--- src/pkg/spd_pkg.sv ---
// Constants for the strap-pin motor configuration decoder.
// Assumes the register bank sits inside the decoder and reads back the written bank values plus a status word and the synchronised strap word.
package spd_pkg;
   // -----------------------------------------------------------------
   // APB register map (byte addresses)
   // -----------------------------------------------------------------
   localparam logic [7:0] ADDR_AMPL     = 8'h00;
   localparam logic [7:0] ADDR_STEP     = 8'h04;
   localparam logic [7:0] ADDR_STDBY    = 8'h08;
   localparam logic [7:0] ADDR_REG_TGT  = 8'h0C;
   localparam logic [7:0] ADDR_REG_GAIN = 8'h10;
   localparam logic [7:0] ADDR_FS_THRS  = 8'h14;
   localparam logic [7:0] ADDR_FS_CUR   = 8'h18;
   localparam logic [7:0] ADDR_DECAY    = 8'h1C;
   localparam logic [7:0] ADDR_STATUS   = 8'h20;
   localparam logic [7:0] ADDR_STRAPS   = 8'h24;
   // -----------------------------------------------------------------
   // Register bank reset values
   // -----------------------------------------------------------------
   localparam logic [7:0]  RST_AMPL     = 8'hFF;
   localparam logic [7:0]  RST_STEP     = 8'h01;
   localparam logic [1:0]  RST_STDBY    = 2'h0;
   localparam logic [7:0]  RST_REG_TGT  = 8'h00;
   localparam logic [15:0] RST_REG_GAIN = 16'h0008;
   localparam logic [7:0]  RST_FS_THRS  = 8'h00;
   localparam logic [3:0]  RST_FS_CUR   = 4'h2;
   localparam logic [1:0]  RST_DECAY    = 2'h0;
   // -----------------------------------------------------------------
   // Decode constants
   // -----------------------------------------------------------------
   localparam logic [3:0]  AMPL_LOW_NIBBLE = 4'hF;
   localparam logic [7:0]  STEP_INC0 = 8'h01;
   localparam logic [7:0]  STEP_INC1 = 8'h04;
   localparam logic [7:0]  STEP_INC2 = 8'h10;
   localparam logic [7:0]  STEP_INC3 = 8'h40;
   localparam logic [7:0]  TGT_1 = 8'h28;
   localparam logic [7:0]  TGT_2 = 8'h3C;
   localparam logic [7:0]  TGT_3 = 8'h50;
   localparam logic [15:0] GAIN_0 = 16'h0008;
   localparam logic [15:0] GAIN_1 = 16'h0010;
   localparam logic [15:0] GAIN_2 = 16'h0020;
   localparam logic [15:0] GAIN_3 = 16'h0040;
   localparam logic [7:0]  THR_1 = 8'h10;
   localparam logic [7:0]  THR_2 = 8'h20;
   localparam logic [7:0]  THR_3 = 8'h30;
   localparam logic [7:0]  THR_4 = 8'h40;
   localparam logic [7:0]  THR_5 = 8'h80;
   localparam logic [7:0]  THR_6 = 8'hC0;
   localparam logic [2:0]  THR_CODE_OFF = 3'h0;
   localparam logic [2:0]  THR_CODE_ON  = 3'h7;
   localparam logic [3:0]  FS_CUR_0 = 4'h2;
   localparam logic [3:0]  FS_CUR_1 = 4'h4;
   localparam logic [3:0]  FS_CUR_2 = 4'h6;
   localparam logic [3:0]  FS_CUR_3 = 4'h8;
   // Tolerance band = target >> 3 (12.5 %)
   localparam int          TOL_SHIFT = 3;
   localparam int          STRAP_W   = 20;
   // Full-step mode encoding
   localparam logic [1:0]  FS_MODE_OFF  = 2'h0;
   localparam logic [1:0]  FS_MODE_THR  = 2'h1;
   localparam logic [1:0]  FS_MODE_ON   = 2'h2;
endpackage

--- src/verilog/spd_sync.sv ---
// Two-flop synchroniser for a vector of static strap pins.
// Assumes pins are quasi-static board tie-offs.
`timescale 1ns/1ps
`default_nettype none
module spd_sync #(
   parameter int W = 1
) (
   // Clock and reset
   input  wire logic         sys_clk,
   input  wire logic         nrst,
   // Data
   input  wire logic [W-1:0] pin_in,
   output logic      [W-1:0] sync_out
);
   logic [W-1:0] meta_q;

   always_ff @(posedge sys_clk or negedge nrst)
   begin
      if (!nrst)
      begin
         meta_q   <= '0;
         sync_out <= '0;
      end
      else
      begin
         meta_q   <= pin_in;
         sync_out <= meta_q;
      end
   end
endmodule
`default_nettype wire

--- src/verilog/spd_apb.sv ---
// APB slave holding the serially written register bank.
// Assumes APB3 master on sys_clk; zero-wait answers.
`timescale 1ns/1ps
`default_nettype none
module spd_apb (
   // Clock and reset
   input  wire logic        sys_clk,
   input  wire logic        nrst,
   // APB
   input  wire logic        psel,
   input  wire logic        penable,
   input  wire logic        pwrite,
   input  wire logic [7:0]  paddr,
   input  wire logic [31:0] pwdata,
   output logic      [31:0] prdata,
   output logic             pready,
   output logic             pslverr,
   // Register bank values
   output logic      [7:0]  bank_ampl,
   output logic      [7:0]  bank_step,
   output logic      [1:0]  bank_stdby,
   output logic      [7:0]  bank_reg_tgt,
   output logic      [15:0] bank_reg_gain,
   output logic      [7:0]  bank_fs_thrs,
   output logic      [3:0]  bank_fs_cur,
   output logic      [1:0]  bank_decay,
   // Readback of block state
   input  wire logic [31:0] status_rd,
   input  wire logic [31:0] straps_rd
);
   logic wr_en;
   logic setup;
   logic [31:0] rd_d;
   logic        hit;

   assign setup = psel && !penable;
   assign wr_en = psel && penable && pwrite && pready && !pslverr;

   always_comb
   begin
      hit  = 1'b1;
      rd_d = '0;
      unique case (paddr)
         spd_pkg::ADDR_AMPL:     rd_d[7:0]  = bank_ampl;
         spd_pkg::ADDR_STEP:     rd_d[7:0]  = bank_step;
         spd_pkg::ADDR_STDBY:    rd_d[1:0]  = bank_stdby;
         spd_pkg::ADDR_REG_TGT:  rd_d[7:0]  = bank_reg_tgt;
         spd_pkg::ADDR_REG_GAIN: rd_d[15:0] = bank_reg_gain;
         spd_pkg::ADDR_FS_THRS:  rd_d[7:0]  = bank_fs_thrs;
         spd_pkg::ADDR_FS_CUR:   rd_d[3:0]  = bank_fs_cur;
         spd_pkg::ADDR_DECAY:    rd_d[1:0]  = bank_decay;
         spd_pkg::ADDR_STATUS:   rd_d       = status_rd;
         spd_pkg::ADDR_STRAPS:   rd_d       = straps_rd;
         default:                hit        = 1'b0;
      endcase
   end

   // -----------------------------------------------------------------
   // Answer: no wait state, registered
   // -----------------------------------------------------------------
   always_ff @(posedge sys_clk or negedge nrst)
   begin
      if (!nrst)
      begin
         pready  <= 1'b0;
         pslverr <= 1'b0;
         prdata  <= '0;
      end
      else
      begin
         pready  <= setup;
         pslverr <= setup && !hit;
         if (setup && !pwrite)
            prdata <= rd_d;
      end
   end

   always_ff @(posedge sys_clk or negedge nrst)
   begin
      if (!nrst)
      begin
         bank_ampl     <= spd_pkg::RST_AMPL;
         bank_step     <= spd_pkg::RST_STEP;
         bank_stdby    <= spd_pkg::RST_STDBY;
         bank_reg_tgt  <= spd_pkg::RST_REG_TGT;
         bank_reg_gain <= spd_pkg::RST_REG_GAIN;
         bank_fs_thrs  <= spd_pkg::RST_FS_THRS;
         bank_fs_cur   <= spd_pkg::RST_FS_CUR;
         bank_decay    <= spd_pkg::RST_DECAY;
      end
      else if (wr_en)
      begin
         unique case (paddr)
            spd_pkg::ADDR_AMPL:     bank_ampl     <= pwdata[7:0];
            spd_pkg::ADDR_STEP:     bank_step     <= pwdata[7:0];
            spd_pkg::ADDR_STDBY:    bank_stdby    <= pwdata[1:0];
            spd_pkg::ADDR_REG_TGT:  bank_reg_tgt  <= pwdata[7:0];
            spd_pkg::ADDR_REG_GAIN: bank_reg_gain <= pwdata[15:0];
            spd_pkg::ADDR_FS_THRS:  bank_fs_thrs  <= pwdata[7:0];
            spd_pkg::ADDR_FS_CUR:   bank_fs_cur   <= pwdata[3:0];
            spd_pkg::ADDR_DECAY:    bank_decay    <= pwdata[1:0];
            default:                ;
         endcase
      end
   end
endmodule
`default_nettype wire

--- src/verilog/spd_strap_decoder.sv ---
// Strap-pin motor configuration decoder: picks straps or register bank.
// Assumes strap pins are static tie-offs, asynchronous to sys_clk.
`timescale 1ns/1ps
`default_nettype none
// Summary of operation
// - Mode pin high: straps; low: register bank
// - Straps override covered settings; others stay
// - Suffix gives bit position; high reads 1
// - Amplitude nibble high, low nibble ones
// - Step code selects increment 1/4/16/64
// - Standby code scales amplitude and target
// - Target code zero disables regulator; 40/60/80
// - Strap mode tolerance fixed at 12.5 percent
// - Gain code selects 0x08 to 0x40
// - Threshold code: off, six thresholds, on
// - Forced full step keeps strapped increment
// - Full-step current code gives 2/4/6/8
// - Decay code gives 0/50/75/87.5 percent
module spd_strap_decoder (
   // Clock and reset
   input  wire logic        sys_clk,
   input  wire logic        nrst,
   // APB
   input  wire logic        psel,
   input  wire logic        penable,
   input  wire logic        pwrite,
   input  wire logic [7:0]  paddr,
   input  wire logic [31:0] pwdata,
   output logic      [31:0] prdata,
   output logic             pready,
   output logic             pslverr,
   // Strap pins
   input  wire logic        strap_mode_sel,
   input  wire logic [3:0]  strap_amplitude_nibble,
   input  wire logic [1:0]  strap_step_increment,
   input  wire logic [1:0]  strap_standby_reduction,
   input  wire logic [1:0]  strap_regulator_target,
   input  wire logic [1:0]  strap_regulator_gain,
   input  wire logic [2:0]  strap_fullstep_threshold,
   input  wire logic [1:0]  strap_fullstep_current,
   input  wire logic [1:0]  strap_decay_fraction,
   // Effective settings
   output logic      [7:0]  cfg_amplitude_q,
   output logic      [7:0]  cfg_step_increment_q,
   output logic      [1:0]  cfg_standby_code_q,
   output logic             cfg_standby_active_q,
   output logic      [7:0]  cfg_reg_target_q,
   output logic             cfg_reg_enable_q,
   output logic      [7:0]  cfg_reg_tolerance_q,
   output logic      [15:0] cfg_reg_gain_q,
   output logic      [1:0]  cfg_fullstep_mode_q,
   output logic      [7:0]  cfg_fullstep_thrs_q,
   output logic      [3:0]  cfg_fullstep_current_q,
   output logic      [1:0]  decay_share_q,
   output logic             cfg_strap_mode_q
);
   // -----------------------------------------------------------------
   // Synchronisers
   // -----------------------------------------------------------------
   logic [spd_pkg::STRAP_W-1:0] strap_raw;
   logic [spd_pkg::STRAP_W-1:0] strap_s;
   logic                        mode_s;
   logic [3:0]                  s_ampl;
   logic [1:0]                  s_step;
   logic [1:0]                  s_stdby;
   logic [1:0]                  s_tgt;
   logic [1:0]                  s_gain;
   logic [2:0]                  s_thrs;
   logic [1:0]                  s_fscur;
   logic [1:0]                  s_decay;

   // Bit 0 of each group lands in the low bit of its field
   assign strap_raw = {strap_mode_sel, strap_amplitude_nibble, strap_step_increment,
                       strap_standby_reduction, strap_regulator_target,
                       strap_regulator_gain, strap_fullstep_threshold,
                       strap_fullstep_current, strap_decay_fraction};

   spd_sync #(
      .W (spd_pkg::STRAP_W)
   ) u_sync (
      .sys_clk  (sys_clk),
      .nrst     (nrst),
      .pin_in   (strap_raw),
      .sync_out (strap_s)
   );

   assign {mode_s, s_ampl, s_step, s_stdby, s_tgt, s_gain, s_thrs, s_fscur, s_decay}
      = strap_s;

   // -----------------------------------------------------------------
   // Register bank
   // -----------------------------------------------------------------
   logic [7:0]  bank_ampl;
   logic [7:0]  bank_step;
   logic [1:0]  bank_stdby;
   logic [7:0]  bank_reg_tgt;
   logic [15:0] bank_reg_gain;
   logic [7:0]  bank_fs_thrs;
   logic [3:0]  bank_fs_cur;
   logic [1:0]  bank_decay;
   logic [31:0] status_rd;
   logic [31:0] straps_rd;

   assign status_rd = {15'h0000, cfg_strap_mode_q, cfg_reg_enable_q, cfg_standby_active_q,
                       cfg_fullstep_mode_q, cfg_fullstep_current_q, cfg_amplitude_q};
   assign straps_rd = {12'h000, strap_s};

   spd_apb u_apb (
      .sys_clk       (sys_clk),
      .nrst          (nrst),
      .psel          (psel),
      .penable       (penable),
      .pwrite        (pwrite),
      .paddr         (paddr),
      .pwdata        (pwdata),
      .prdata        (prdata),
      .pready        (pready),
      .pslverr       (pslverr),
      .bank_ampl     (bank_ampl),
      .bank_step     (bank_step),
      .bank_stdby    (bank_stdby),
      .bank_reg_tgt  (bank_reg_tgt),
      .bank_reg_gain (bank_reg_gain),
      .bank_fs_thrs  (bank_fs_thrs),
      .bank_fs_cur   (bank_fs_cur),
      .bank_decay    (bank_decay),
      .status_rd     (status_rd),
      .straps_rd     (straps_rd)
   );

   // -----------------------------------------------------------------
   // Strap decode
   // -----------------------------------------------------------------
   logic [7:0]  dec_ampl;
   logic [7:0]  dec_step;
   logic [7:0]  dec_tgt;
   logic [15:0] dec_gain;
   logic [7:0]  dec_thrs;
   logic [1:0]  dec_fs_mode;
   logic [3:0]  dec_fscur;

   assign dec_ampl = {s_ampl, spd_pkg::AMPL_LOW_NIBBLE};

   always_comb
   begin
      unique case (s_step)
         2'h0: dec_step = spd_pkg::STEP_INC0;
         2'h1: dec_step = spd_pkg::STEP_INC1;
         2'h2: dec_step = spd_pkg::STEP_INC2;
         2'h3: dec_step = spd_pkg::STEP_INC3;
      endcase
      unique case (s_tgt)
         2'h0: dec_tgt = 8'h00;
         2'h1: dec_tgt = spd_pkg::TGT_1;
         2'h2: dec_tgt = spd_pkg::TGT_2;
         2'h3: dec_tgt = spd_pkg::TGT_3;
      endcase
      unique case (s_gain)
         2'h0: dec_gain = spd_pkg::GAIN_0;
         2'h1: dec_gain = spd_pkg::GAIN_1;
         2'h2: dec_gain = spd_pkg::GAIN_2;
         2'h3: dec_gain = spd_pkg::GAIN_3;
      endcase
      unique case (s_fscur)
         2'h0: dec_fscur = spd_pkg::FS_CUR_0;
         2'h1: dec_fscur = spd_pkg::FS_CUR_1;
         2'h2: dec_fscur = spd_pkg::FS_CUR_2;
         2'h3: dec_fscur = spd_pkg::FS_CUR_3;
      endcase
      dec_fs_mode = spd_pkg::FS_MODE_THR;
      unique case (s_thrs)
         3'h0: dec_thrs = 8'h00;
         3'h1: dec_thrs = spd_pkg::THR_1;
         3'h2: dec_thrs = spd_pkg::THR_2;
         3'h3: dec_thrs = spd_pkg::THR_3;
         3'h4: dec_thrs = spd_pkg::THR_4;
         3'h5: dec_thrs = spd_pkg::THR_5;
         3'h6: dec_thrs = spd_pkg::THR_6;
         3'h7: dec_thrs = 8'h00;
      endcase
      if (s_thrs == spd_pkg::THR_CODE_OFF)
         dec_fs_mode = spd_pkg::FS_MODE_OFF;
      else if (s_thrs == spd_pkg::THR_CODE_ON)
         dec_fs_mode = spd_pkg::FS_MODE_ON;
   end

   // -----------------------------------------------------------------
   // Source selection and standby scaling
   // -----------------------------------------------------------------
   logic [7:0] sel_ampl;
   logic [7:0] sel_tgt;
   logic [1:0] sel_stdby;
   logic       sel_stdby_act;
   logic [7:0] bank_fs_thr_v;
   logic [1:0] bank_fs_mode;

   // Bank mode: threshold 0 means off, no forced-on in bank
   assign bank_fs_thr_v = bank_fs_thrs;
   assign bank_fs_mode  = (bank_fs_thrs == 8'h00) ? spd_pkg::FS_MODE_OFF
                                                  : spd_pkg::FS_MODE_THR;

   assign sel_ampl      = mode_s ? dec_ampl : bank_ampl;
   assign sel_tgt       = mode_s ? dec_tgt  : bank_reg_tgt;
   assign sel_stdby     = mode_s ? s_stdby  : bank_stdby;
   // Standby acts while any bit of the selected standby code (straps or bank) is high
   assign sel_stdby_act = mode_s ? (s_stdby != 2'h0) : (bank_stdby != 2'h0);

   // -----------------------------------------------------------------
   // Output registers
   // -----------------------------------------------------------------
   always_ff @(posedge sys_clk or negedge nrst)
   begin
      if (!nrst)
      begin
         cfg_amplitude_q      <= '0;
         cfg_reg_target_q     <= '0;
         cfg_standby_code_q   <= '0;
         cfg_standby_active_q <= 1'b0;
      end
      else
      begin
         // Shift scales by 1, 0.5, 0.25, 0.125
         cfg_amplitude_q      <= sel_ampl >> sel_stdby;
         cfg_reg_target_q     <= sel_tgt >> sel_stdby;
         cfg_standby_code_q   <= sel_stdby;
         cfg_standby_active_q <= sel_stdby_act;
      end
   end

   always_ff @(posedge sys_clk or negedge nrst)
   begin
      if (!nrst)
      begin
         cfg_reg_enable_q    <= 1'b0;
         cfg_reg_tolerance_q <= '0;
         cfg_reg_gain_q      <= spd_pkg::RST_REG_GAIN;
      end
      else
      begin
         cfg_reg_enable_q    <= (sel_tgt != 8'h00);
         // Band taken from the unscaled target
         cfg_reg_tolerance_q <= sel_tgt >> spd_pkg::TOL_SHIFT;
         cfg_reg_gain_q      <= mode_s ? dec_gain : bank_reg_gain;
      end
   end

   always_ff @(posedge sys_clk or negedge nrst)
   begin
      if (!nrst)
      begin
         cfg_step_increment_q   <= spd_pkg::RST_STEP;
         cfg_fullstep_mode_q    <= spd_pkg::FS_MODE_OFF;
         cfg_fullstep_thrs_q    <= '0;
         cfg_fullstep_current_q <= spd_pkg::RST_FS_CUR;
         decay_share_q          <= spd_pkg::RST_DECAY;
         cfg_strap_mode_q       <= 1'b0;
      end
      else
      begin
         // Increment stays in force even when full step is forced on
         cfg_step_increment_q   <= mode_s ? dec_step : bank_step;
         cfg_fullstep_mode_q    <= mode_s ? dec_fs_mode : bank_fs_mode;
         cfg_fullstep_thrs_q    <= mode_s ? dec_thrs : bank_fs_thr_v;
         cfg_fullstep_current_q <= mode_s ? dec_fscur : bank_fs_cur;
         decay_share_q          <= mode_s ? s_decay : bank_decay;
         cfg_strap_mode_q       <= mode_s;
      end
   end
endmodule
`default_nettype wire

--- config.mk ---
export PLATFORM = sky130hd
export DESIGN_NAME = spd_strap_decoder
export DESIGN_NICKNAME = d
export VERILOG_FILES = /design/src/pkg/spd_pkg.sv /design/src/verilog/spd_sync.sv /design/src/verilog/spd_apb.sv /design/src/verilog/spd_strap_decoder.sv
export SDC_FILE = /design/constraint.sdc
export NUM_CORES = 1
export LEC_CHECK = 0
export BUFFER_PORTS_ARGS = -buffer_cell sky130_fd_sc_hd__buf_4
export CORE_MARGIN = 4
export CORE_UTILIZATION = 30
export CTS_CLUSTER_SIZE = 10
export DETAILED_ROUTE_END_ITERATION = 8
export GPL_TIMING_DRIVEN = 1
export SYNTH_ARGS = -nofsm -noshare
export SYNTH_HDL_FRONTEND = slang
export SYNTH_SLANG_ARGS = --single-unit
export TNS_END_PERCENT = 50
--- constraint.sdc ---
create_clock -name sys_clk -period 3.2 [get_ports sys_clk]
set_input_delay 0.64 -clock sys_clk [delete_from_list [all_inputs] [get_ports sys_clk]]
set_output_delay 0.64 -clock sys_clk [all_outputs]
set_load 0.005 [all_outputs]
### Word-level counts from Yosys, hierarchy flattened

Memories as Yosys holds them, arrays and structs flattened.
Cells that the tools add are included.

* add/subtract/negate cells: 0
* multiply operators: 0
* div/mod/pow operators: 0
* $lt $le $gt $ge: 0
* equality and inequality tests: 22
* shift-type cells: 2
* muxes and demuxes: 23
* bitwise logic cells: 0
* reduce and logical (&&, ||, !) cells: 30

Operator list (number)
* $pmux 16 s4: 1
* $pmux 8 s4: 2
* $eq 8x5->1 const B: 4
* $mux 8: 4
* $pmux 4 s7: 1
* $pmux 8 s3: 1
* $pmux 2 s10: 1
* $eq 2x2->1 const B: 8
* $eq 8x4->1 const B: 2
* $eq 8x6->1 const B: 2
* $logic_not 8->1: 2
* $mux 16: 1
* $pmux 2 s8: 1
* $pmux 4 s4: 1
* $reduce_and 2->1: 8
* $shr 8x2->8: 2
* $mux 2: 5
* $reduce_or 10->1: 1
* $eq 2x1->1 const B: 4
* $eq 8x3->1 const B: 1
* $logic_not 2->1: 4
* $pmux 4 s2: 1
* $reduce_bool 8->1: 1
* $logic_and 1x1->1: 7
* 6 further kinds: 12

* bits in registers: 196
* latch bits: 0
* bits in writable memories: 0
* ROM bits: 32
* bits of input ports: 65
* output and inout port bits: 103
* word-level logic and storage cells: 104
* memories kept: 1

Memories
* (name not given): words 8, width 4, read ports 1, clocked after Yosys merged registers in 0, write ports 0, RTL line spd_strap_decoder.sv:171 `unique case (s_thrs)`

### Longest topological paths before layout

Gate-level depths: netlist (run 1).

* word-level depth: 5
* gate-level depth with buffers: 7
* mapped depth without buffers: 6

### By module

Synthesis (run 1) repeated with hierarchy kept, for this count alone.

* cells, all modules: 675
* area, all modules: 8219.1 µm²

Modules (own cells, without submodules)
* spd_apb: instances 1, cells each 385, area an instance 4401.7 µm², seq. area each 2265.9 µm²
* spd_strap_decoder: instances 1, cells each 250, area an instance 2816.5 µm², seq. area each 1655.3 µm²
* spd_sync: instances 1, cells each 40, area an instance 1001.0 µm², seq. area each 1001.0 µm²

### Worst setup path before layout (run 1)

Ideal clock, no wire load.

* path type: input to register
* from: input paddr[4]
* to: register u_apb.bank_reg_tgt[0]
* library setup time: 125 ps
* arrival: 2036 ps
* required time: 3075 ps
* setup slack: 1039 ps
* stages on the path: 5
* buffers on the path: 1
* cells stage by stage: buf_6 > or4_4 > nor3_4 > nand3_4 > mux2_2

* word-level cells in the longest chain between the ends: 2

Ends and longest elaborated chain
* from (decl): RTL line spd_strap_decoder.sv:27 `input wire logic [7:0] paddr,`
* $eq 8x4->1: RTL line spd_apb.sv:93 `unique case (paddr)`
* $reduce_and 2->1 (no line)
* to (signal assigned): RTL line spd_apb.sv:85 `bank_reg_tgt <= spd_pkg::RST_REG_TGT;`
* to (signal assigned): RTL line spd_apb.sv:97 `spd_pkg::ADDR_REG_TGT: bank_reg_tgt <= pwdata[7:0];`
* to (decl): RTL line spd_apb.sv:22 `output logic [7:0] bank_reg_tgt,`

No other way between the ends.
A chain may end at the register's enable or synchronous reset.

### Final worst setup path (run 1)

* from: input paddr[4]
* to: register u_apb.bank_reg_gain[13]

* word-level cells in the longest chain between the ends: 2

Ends and longest elaborated chain
* $eq 8x5->1: RTL line spd_apb.sv:93
* $reduce_and 2->1 (no line)
* to (signal assigned): RTL line spd_apb.sv:86 `bank_reg_gain <= spd_pkg::RST_REG_GAIN;`
* to (signal assigned): RTL line spd_apb.sv:98 `spd_pkg::ADDR_REG_GAIN: bank_reg_gain <= pwdata[15:0];`
* to (decl): RTL line spd_apb.sv:23 `output logic [15:0] bank_reg_gain,`

No other way between the ends.

==> metrics.cfg, run 1 <==
[outcome]
status=completed

[critical_path]
reg2reg_from=u_sync.sync_out[19]$_DFF_PN0_
cp_cell_sequence=buf_4 -> or4b_4 -> nor3_4 -> nand2_4 -> mux2_4
critPathMaxStageDelay_ns=0.57
r2r_cells=5
cp-end-kind=flop
worstSetupPathType=input port to flop
cp-start-kind=input port
cp_max_fo=27
cp_data_required_time_ns=3.52
crit_slowest_cell=or4b_4
r2r-end=cfg_amplitude_q[5]$_DFF_PN0_
arrival_ns=2.46
rrSetupSlack_ns=1.09

[clock_network]
clock_latency_ns=0.44
numCtsBuffers=17
cts_buffer_depth=2
post_cts_resize_count=0
clock-root-buffer=clkbuf_16
post_cts_buffers=0
cts-hold-fix-buffers=0
cts-htree-levels=4
cts_num_sinks=184
cts_tree=built
cts.reportedPaths.clkPinSlew_ns=0.07

[yosys]
yosys.area.top_type=dfrtp_1
ys_seq_elements=184
syn_area_per_cell_um2=12.9
synthCells=608
synth_edf_count=0
ys.flop_type=dfrtp_1
synthDistinctLibCells=62
netlist.area_leader.share=0.544
synth_area_leaders=dfrtp_1 54%, mux2_2 8.2%, dfstp_2 4.7%
synth-seq-area-share=0.591
ys.warnings.count=0
synth_async_sr_flop_share=1.00
synthesis.area_um2=7820

[route]
drt_iter0_drc=460
drt_wl_total_um=22500
vias=5328
drcViolationCount=0
ant_nets=0
dr.pass1.iters=5
wl_per_cell_um=20.8
via_per_inst=4.91

[power_and_ir_drop]
cellPowerDensity_nw_per_um2=490
total_power_w=0.00478
peakVddDrop_uv=336
leakage_nw=4.65

[sta]
hold_violations=0
period_minus_slack_ns=2.14
setup_violations=0
slew_violations=0
tightest_slew_ns=0.824
clock_skew_ns=0.0109
finalSetupTns_ns=0
slew_headroom=0.451
layout_worst_path_cycle_share=0.668
rsz0062_at_grt=no
max_freq_mhz=468

[finish]
n_antenna_cell=0
nNetsFinal=812
regArea_um2=4620
area_delta_synth_final_pct=24.7
nFillCells=2534
finalNonFillerCells=1085
drive_gt1_frac=0.381
multi_input_area_um2=2920

[floorplanning]
dieWidth_um=169
die_area_um2=28700
rows=58
start_util=0.308
die_h_um=169
io_pins=168
core_um2=25400

[place]
gp_congestion=0.901
place_hpwl_um=16500
post-place-cells=1053
io_buffer_count=136

[grt]
grt_overflow_total=0
track_usage=0.159
antenna_found_initial=3
grt_first_pass_wirelength_um=34600
grt_pass1_vias=5570
grt_max_degree=64

[worst_hold_path]
hold_class=input port to asynchronous set/reset pin

[job]
cap_violations=0

[worst max-delay path, delay by kind of cell]
family / cells / cell delay [ns]
buffers and inverters: 1 / 0.30
multiplexers: 1 / 0.37
AND/OR/NAND/NOR: 3 / 1.12
[cells in the final DEF, fill, tap and decap left out, drive strengths merged, types with 6 or more instances in the layout]
master	instances
o22ai	7
nor2b	24
o21ai	17
o2bb2ai	18
nand2	33
nor3	12
mux2	67
nor2	24
a32oi	6
buf	150
mux2i	35
a21oi	14
nand3	9
clkbuf	18
conb	15
clkinv	6
a22oi	11
dfrtp	170
a22o	8
inv	28
dfstp	14
[Yosys cell counts (all sizes together) (5+ instances only)]
library cell and number:
dfrtp 170, a22oi 11, ha 5, mux2 67
o21ai 17, dfstp 14, nor2 24, a22o 8
mux2i 35, nand3 9, o22ai 7, a21oi 14
clkbuf 21, nor3 12, nor4 5, nand2 33
buf 28, inv 20, a32oi 6, nand3b 5
nor2b 24, nor4b 5, o2bb2ai 18
[per-stage QoR]
stage	utilization	hold slack [ns]	cell area, µm²	setup WS [ns]
2_1_floorplan	-	0.331	7870	1.04
3_5_place_dp	0.362	0.335	9200	0.644
4_1_cts	0.384	0.207	9750	1.09
3_3_place_gp	0.362	0.334	9200	0.654
5_1_grt	0.384	0.228	9750	0.901
6_report	0.384	0.195	9750	1.06
[routing by layer]
layer  vias to the layer above  wire length, µm  GRT usage
met5                         -               18          0
met4                         4              378     0.0462
met3                        28             1670     0.0468
met2                       195            10600      0.249
met1                      2681             9900      0.216
li1                       2420                -          -
[registers in the layout, summed over array words and instances (netlist names), 16 cells and up]
signal               cells
u_sync.meta_q           20
u_apb.bank_reg_gain     16
cfg_reg_gain_q          16
u_sync.sync_out         20
u_apb.prdata            20
[layout make-up]
type                       instances  share of cell area
sequential                       184               0.474
clock inverter                    14              0.0113
clock buffer                      18              0.0450
tap                              330              0.0424
multi-input combinational        369               0.300
inverter                          20             0.00770
timing repair buffer             150               0.120
[logic make-up (layout without fill, tap and decap cells)]
kind of cell               after synthesis  in the layout  share of synthesized area
DFF                                    184            184                      0.591
muxes                                  104            104                      0.152
AOI/OAI and AO/OA                       99             99                     0.0911
other                                    1             15                   0.000480
adders and majority gates                5              5                    0.00800
and+or+nand+nor                        146            146                      0.114
buffers and inverters                   69            202                     0.0432
[where the power goes]
part	switching (W)	internal, W
Sequential	0.0000545	0.00239
Clock	0.000953	0.00103
Combinational	0.000200	0.000146
Total	0.00121	0.00357
[worst max path at each step]
stage / from / slack (ns) / end
3_5_place_dp: paddr[4] / 0.64 / u_apb.bank_reg_gain[12]$_DFFE_PN0P_
6_report: paddr[4] / 1.06 / u_apb.bank_reg_gain[13]$_DFFE_PN0P_
2_1_floorplan: paddr[4] / 1.04 / u_apb.bank_reg_tgt[0]$_DFFE_PN0P_
4_1_cts: u_sync.sync_out[19]$_DFF_PN0_ / 1.09 / cfg_amplitude_q[5]$_DFF_PN0_
5_1_grt: u_sync.sync_out[19]$_DFF_PN0_ / 0.90 / cfg_reg_target_q[1]$_DFF_PN0_
3_3_place_gp: paddr[4] / 0.65 / u_apb.bank_reg_gain[13]$_DFFE_PN0P_
Power figures use the tool's default switching activity.
==> run 2, diff against run 1 <==
==> constraint.sdc (replaced) <==
create_clock -name sys_clk -period 2.04 [get_ports sys_clk]
set_input_delay 0.408 -clock sys_clk [delete_from_list [all_inputs] [get_ports sys_clk]]
set_output_delay 0.408 -clock sys_clk [all_outputs]
set_load 0.005 [all_outputs]
==> run 2 against run 1 <==
Count of clock-buffer cells in the layout unchanged. Sequential share of layout area decreased by 1.9 points. Die area unchanged. Global-route usage increased by 0.31 points. Routed wire length increased by 2.7%. Power increased by 63%. Setup slack got worse by 0.79 ns. Sequential power increased by 57%. Cell count increased by 4.1%. First-iteration DRC count decreased by 3.7%. Critical endpoint is now cfg_reg_enable_q$_DFF_PN0_. Largest power group unchanged.
==> metrics.cfg, run 2 (synthesized netlist as in run 1, its figures left out) <==
[critical_path]
cp_data_required_time_ns=2.30
arrival_ns=2.03
crit_family=simple AND/OR/NAND/NOR gates
crit_slowest_cell=dfrtp_1
worstSetupPathType=flop to flop
cp_max_fo=4
critPathMaxStageDelay_ns=0.48
cp_cell_sequence=ha_1 -> mux2_2 -> nor4b_1 -> nand2_1
cp-end-kind=flop
crit_buf_inv=0
cp-start-kind=flop

[grt]
grt_first_pass_wirelength_um=35100
track_usage=0.162
grt_overflow_total=0
grt_pass1_vias=5631
grt_max_degree=63
antenna_found_initial=0

[route]
via_per_inst=4.83
drt_iter0_drc=443
dr.pass1.iters=5
drcViolationCount=0
vias=5450
ant_nets=0
wl_per_cell_um=20.5
drt_wl_total_um=23100

[finish]
layout_common_cells=187 x buf_4, 169 x dfrtp_1, 57 x mux2_2, 35 x mux2i_1, 29 x nand2_1
top_regs=u_apb.prdata (20), u_sync.meta_q (20), u_sync.sync_out (20)
multi_input_area_um2=2920
regArea_um2=4620
design_area_um2=10200
n_antenna_cell=0
nNetsFinal=856
finalNonFillerCells=1129
area_delta_synth_final_pct=29.9
final_common_cell=buf_4
drive_gt1_frac=0.414
nFillCells=2485

[sta]
max_freq_mhz=566
hold_violations=0
setup_slack_ns=0.274
period_minus_slack_ns=1.77
slew_headroom=0.643
rsz0062_at_grt=no
tightest_slew_ns=0.535
layout_worst_path_cycle_share=0.865
setup_violations=0
slew_violations=0
clock_skew_ns=0.0151

[clock_network]
post_cts_buffers=0
cts-htree-levels=4
cts.reportedPaths.clkPinSlew_ns=0.08
cts-hold-fix-buffers=1
clock_latency_ns=0.44
numCtsBuffers=17
clock-root-buffer=clkbuf_16
cts_tree=built
cts_buffer_depth=2
post_cts_resize_count=0
cts_num_sinks=184

[power_and_ir_drop]
peakVddDrop_uv=588
cellPowerDensity_nw_per_um2=767
total_power_w=0.00778
leakage_nw=4.89

[floorplanning]
start_util=0.308
io_pins=168
rows=58
core_um2=25400
dieWidth_um=169
die_h_um=169
die_area_um2=28700

[outcome]
status=completed

[place]
place_hpwl_um=17500
post-place-cells=1096
io_buffer_count=136
postPlaceCellArea_um2=9550
gp_congestion=0.929
pre_cts_ws_ns=-0.0467

[job]
cap_violations=0

[worst_hold_path]
hold_class=input port to flop

[run 2: routing by layer]
metal  global-route usage  up-vias  share of wire
met4               0.0406        0          0.013
met1                0.225     2724           0.45
li1                     -     2517              -
met2                0.254      184           0.47
met3               0.0443       25          0.071
met5                    0        -              0
[run 2: report_power, final]
| part | internal (W) | switching, W | total [W] | leakage, nW |
|---|---|---|---|---|
| sequential | 0.00375 | 0.0000786 | 0.00382 | 2.38 |
| combinational | 0.000267 | 0.000335 | 0.000601 | 2.22 |
| clock | 0.00178 | 0.00157 | 0.00336 | 0.298 |
[run 2: per-stage QoR]
stage           util  hold slack, ns  setup TNS [ns]
2_1_floorplan      -           0.112               0
3_3_place_gp   0.376           0.330          -0.421
3_5_place_dp   0.376           0.324          -0.756
4_1_cts        0.400          0.0549               0
5_1_grt        0.400          0.0573               0
6_report       0.400          0.0703               0
[run 2: worst paths after layout]
kind | start | end | slack [ns] | cells past startpoint
max | u_sync.sync_out[9]$_DFF_PN0_ | cfg_reg_enable_q$_DFF_PN0_ | 0.27 | 4
min | strap_decay_fraction[0] | u_sync.meta_q[0]$_DFF_PN0_ | 0.07 | 1
max reg2reg | u_sync.sync_out[9]$_DFF_PN0_ | cfg_reg_enable_q$_DFF_PN0_ | 0.27 | 4
min reg2reg | u_sync.meta_q[6]$_DFF_PN0_ | u_sync.sync_out[6]$_DFF_PN0_ | 0.34 | 0
max in group asynchronous | nrst | u_apb.bank_ampl[2]$_DFFE_PN1P_ | 0.91 | 3
min in group asynchronous | nrst | cfg_fullstep_mode_q[1]$_DFF_PN0_ | 0.43 | 2
[run 2: final cells by class]
class,count,area share
Clock buffer,18,0.0433
Timing Repair Buffer,194,0.150
Sequential cell,184,0.455
Tap cell,330,0.0407
Multi-Input combinational cell,369,0.288
Inverter,20,0.00740
Clock inverter,14,0.0152
==> run 3, diff against run 2 <==
==> constraint.sdc (replaced) <==
create_clock -name sys_clk -period 1.9 [get_ports sys_clk]
set_input_delay 0.38 -clock sys_clk [delete_from_list [all_inputs] [get_ports sys_clk]]
set_output_delay 0.38 -clock sys_clk [all_outputs]
set_load 0.005 [all_outputs]
==> run 3 against run 2 <==
Worst hold slack got worse by 0.021 ns. Register-to-register slack got worse by 0.14 ns. Critical path depth stayed put. Count of clock-buffer cells in the layout rose by 1. Setup slack lost 0.14 ns. Power is 6.4% higher. Maximum frequency increased by 0.19%. Non-clock buffer count is 9 higher. Flip-flop and latch count stayed put. Largest cell class unchanged. Largest power group unchanged. Highest routed layer unchanged.
==> metrics.cfg, run 3 (synthesized netlist as in run 1, its figures left out) <==
[route]
ant_nets=0
wl_per_cell_um=20.2
via_per_inst=4.81
wl_met1_um=10500
drcViolationCount=0
top_layer=met4
drt_wl_total_um=23000
met2WireLength_um=10700
vias=5471
dr.pass1.iters=4
drt_iter0_drc=429
dr_wl_met3_um=1330

[finish]
n_antenna_cell=0
area_delta_synth_final_pct=30.7
top_regs=u_apb.prdata (20), u_sync.meta_q (20), u_sync.sync_out (20)
nNetsFinal=865
layout_common_cells=196 x buf_4, 169 x dfrtp_1, 57 x mux2_2, 35 x mux2i_1, 29 x nand2_1
drive_gt1_frac=0.421
design_area_um2=10200
final_common_cell=buf_4

[power_and_ir_drop]
peakVddDrop_uv=420
switching_share=0.246
leakage_nw=4.93
clkPwrFrac=0.424
seqPwrFrac=0.496
power_frac_comb=0.080
power.switching_w=0.00204
cellPowerDensity_nw_per_um2=811
p_int_w=0.00624

[place]
pre_cts_ws_ns=-0.238
gp_congestion=0.889
io_buffer_count=136
place_hpwl_um=17600
postPlaceCellArea_um2=9620

[clock_network]
cts.reportedPaths.clkPinSlew_ns=0.07
cts_buffer_depth=2
cts_num_sinks=184
clock-root-buffer=clkbuf_16
numCtsBuffers=17
cts_tree=built
post_cts_buffers=0
clock_latency_ns=0.43
cts-htree-levels=4

[sta]
layout_worst_path_cycle_share=0.927
hold_violations=0
setup_slack_ns=0.138
clock_skew_ns=0.0117
rsz0062_at_grt=no
tightest_slew_ns=0.510
max_freq_mhz=567
period_minus_slack_ns=1.76
slew_violations=0
finalSetupTns_ns=0
holdWs_ns=0.0492
setup_violations=0
slew_headroom=0.659

[critical_path]
cp_max_fo=4
worstSetupPathType=flop to flop
cp_data_required_time_ns=2.16
cp-end-kind=flop
reg2reg_from=u_sync.sync_out[9]$_DFF_PN0_
r2r-end=cfg_reg_enable_q$_DFF_PN0_
r2r_cells=4
rrSetupSlack_ns=0.14
arrival_ns=2.02
crit_end=cfg_reg_enable_q$_DFF_PN0_
setup.worst_path.start=u_sync.sync_out[9]$_DFF_PN0_
cp-start-kind=flop

[grt]
grt_first_pass_wirelength_um=34200
antenna_found_initial=0
grt_overflow_total=0
grt_pass1_vias=5621
grt_max_degree=47
track_usage=0.160

[floorplanning]
io_pins=168
start_util=0.308
dieWidth_um=169
die_h_um=169
die_area_um2=28700
rows=58
core_um2=25400

[worst_hold_path]
hold_class=input port to flop
min_path_cells=1

[outcome]
status=completed

[job]
cap_violations=0

==> run 3: how the worst min path moves through the flow <==
stage,endpoint,start,slack [ns]
after floorplan,cfg_amplitude_q[0]$_DFF_PN0_,nrst,0.08
final,u_sync.meta_q[9]$_DFF_PN0_,strap_regulator_target[0],0.05
after CTS,u_sync.meta_q[9]$_DFF_PN0_,strap_regulator_target[0],0.03
after global placement,u_sync.sync_out[19]$_DFF_PN0_,u_sync.meta_q[19]$_DFF_PN0_,0.33
after global routing,u_sync.meta_q[12]$_DFF_PN0_,strap_standby_reduction[1],0.02
after detailed placement,u_sync.sync_out[16]$_DFF_PN0_,u_sync.meta_q[16]$_DFF_PN0_,0.33
==> run 3: area by class of cell <==
cell class | count | area (µm²)
Timing Repair Buffer | 203 | 1590
Tap cell | 330 | 413
Clock inverter | 13 | 139
Multi-Input combinational cell | 369 | 2920
Clock buffer | 19 | 453
Inverter | 20 | 75.1
Fill cell | 2432 | 15200
Sequential cell | 184 | 4620
==> run 3: worst max-delay path, cell delays in order (launching register included) <==
cell and delay, ns:
dfrtp_1 0.48, ha_1 0.26, mux2_2 0.31, nor4b_1 0.32, nand2_1 0.22
==> run 3: routing by layer <==
metal / GRT usage / vias up
met3: 0.0368 / 26
met1: 0.220 / 2724
met5: 0 / -
met4: 0.0413 / 0
li1: - / 2539
met2: 0.256 / 182
==> run 3: power groups by stage <==
stage / logic [W] / clock network [W] / registers, W
floorplan: 0.000250 / 0 / 0.00415
global placement: 0.000662 / 0 / 0.00418
detailed placement: 0.000667 / 0 / 0.00418
CTS: 0.000671 / 0.00360 / 0.00411
global route: 0.000724 / 0.00377 / 0.00412
finish: 0.000661 / 0.00351 / 0.00411
==> run 3: repair_timing <==
item / 4_1_cts / 5_1_grt
gates resized for setup: 0 / 0
hold buffers: 1 / 0
hold endpoints to repair: 39 / 0
==> run 3: stage by stage <==
| step | power (W) | cells | util |
|---|---|---|---|
| 2_1_floorplan | 0.00440 | 622 | - |
| 3_3_place_gp | 0.00484 | 1105 | 0.379 |
| 3_5_place_dp | 0.00485 | 1105 | 0.379 |
| 4_1_cts | 0.00838 | 1138 | 0.402 |
| 5_1_grt | 0.00861 | 1138 | 0.402 |
| 6_report | 0.00828 | 1138 | 0.402 |
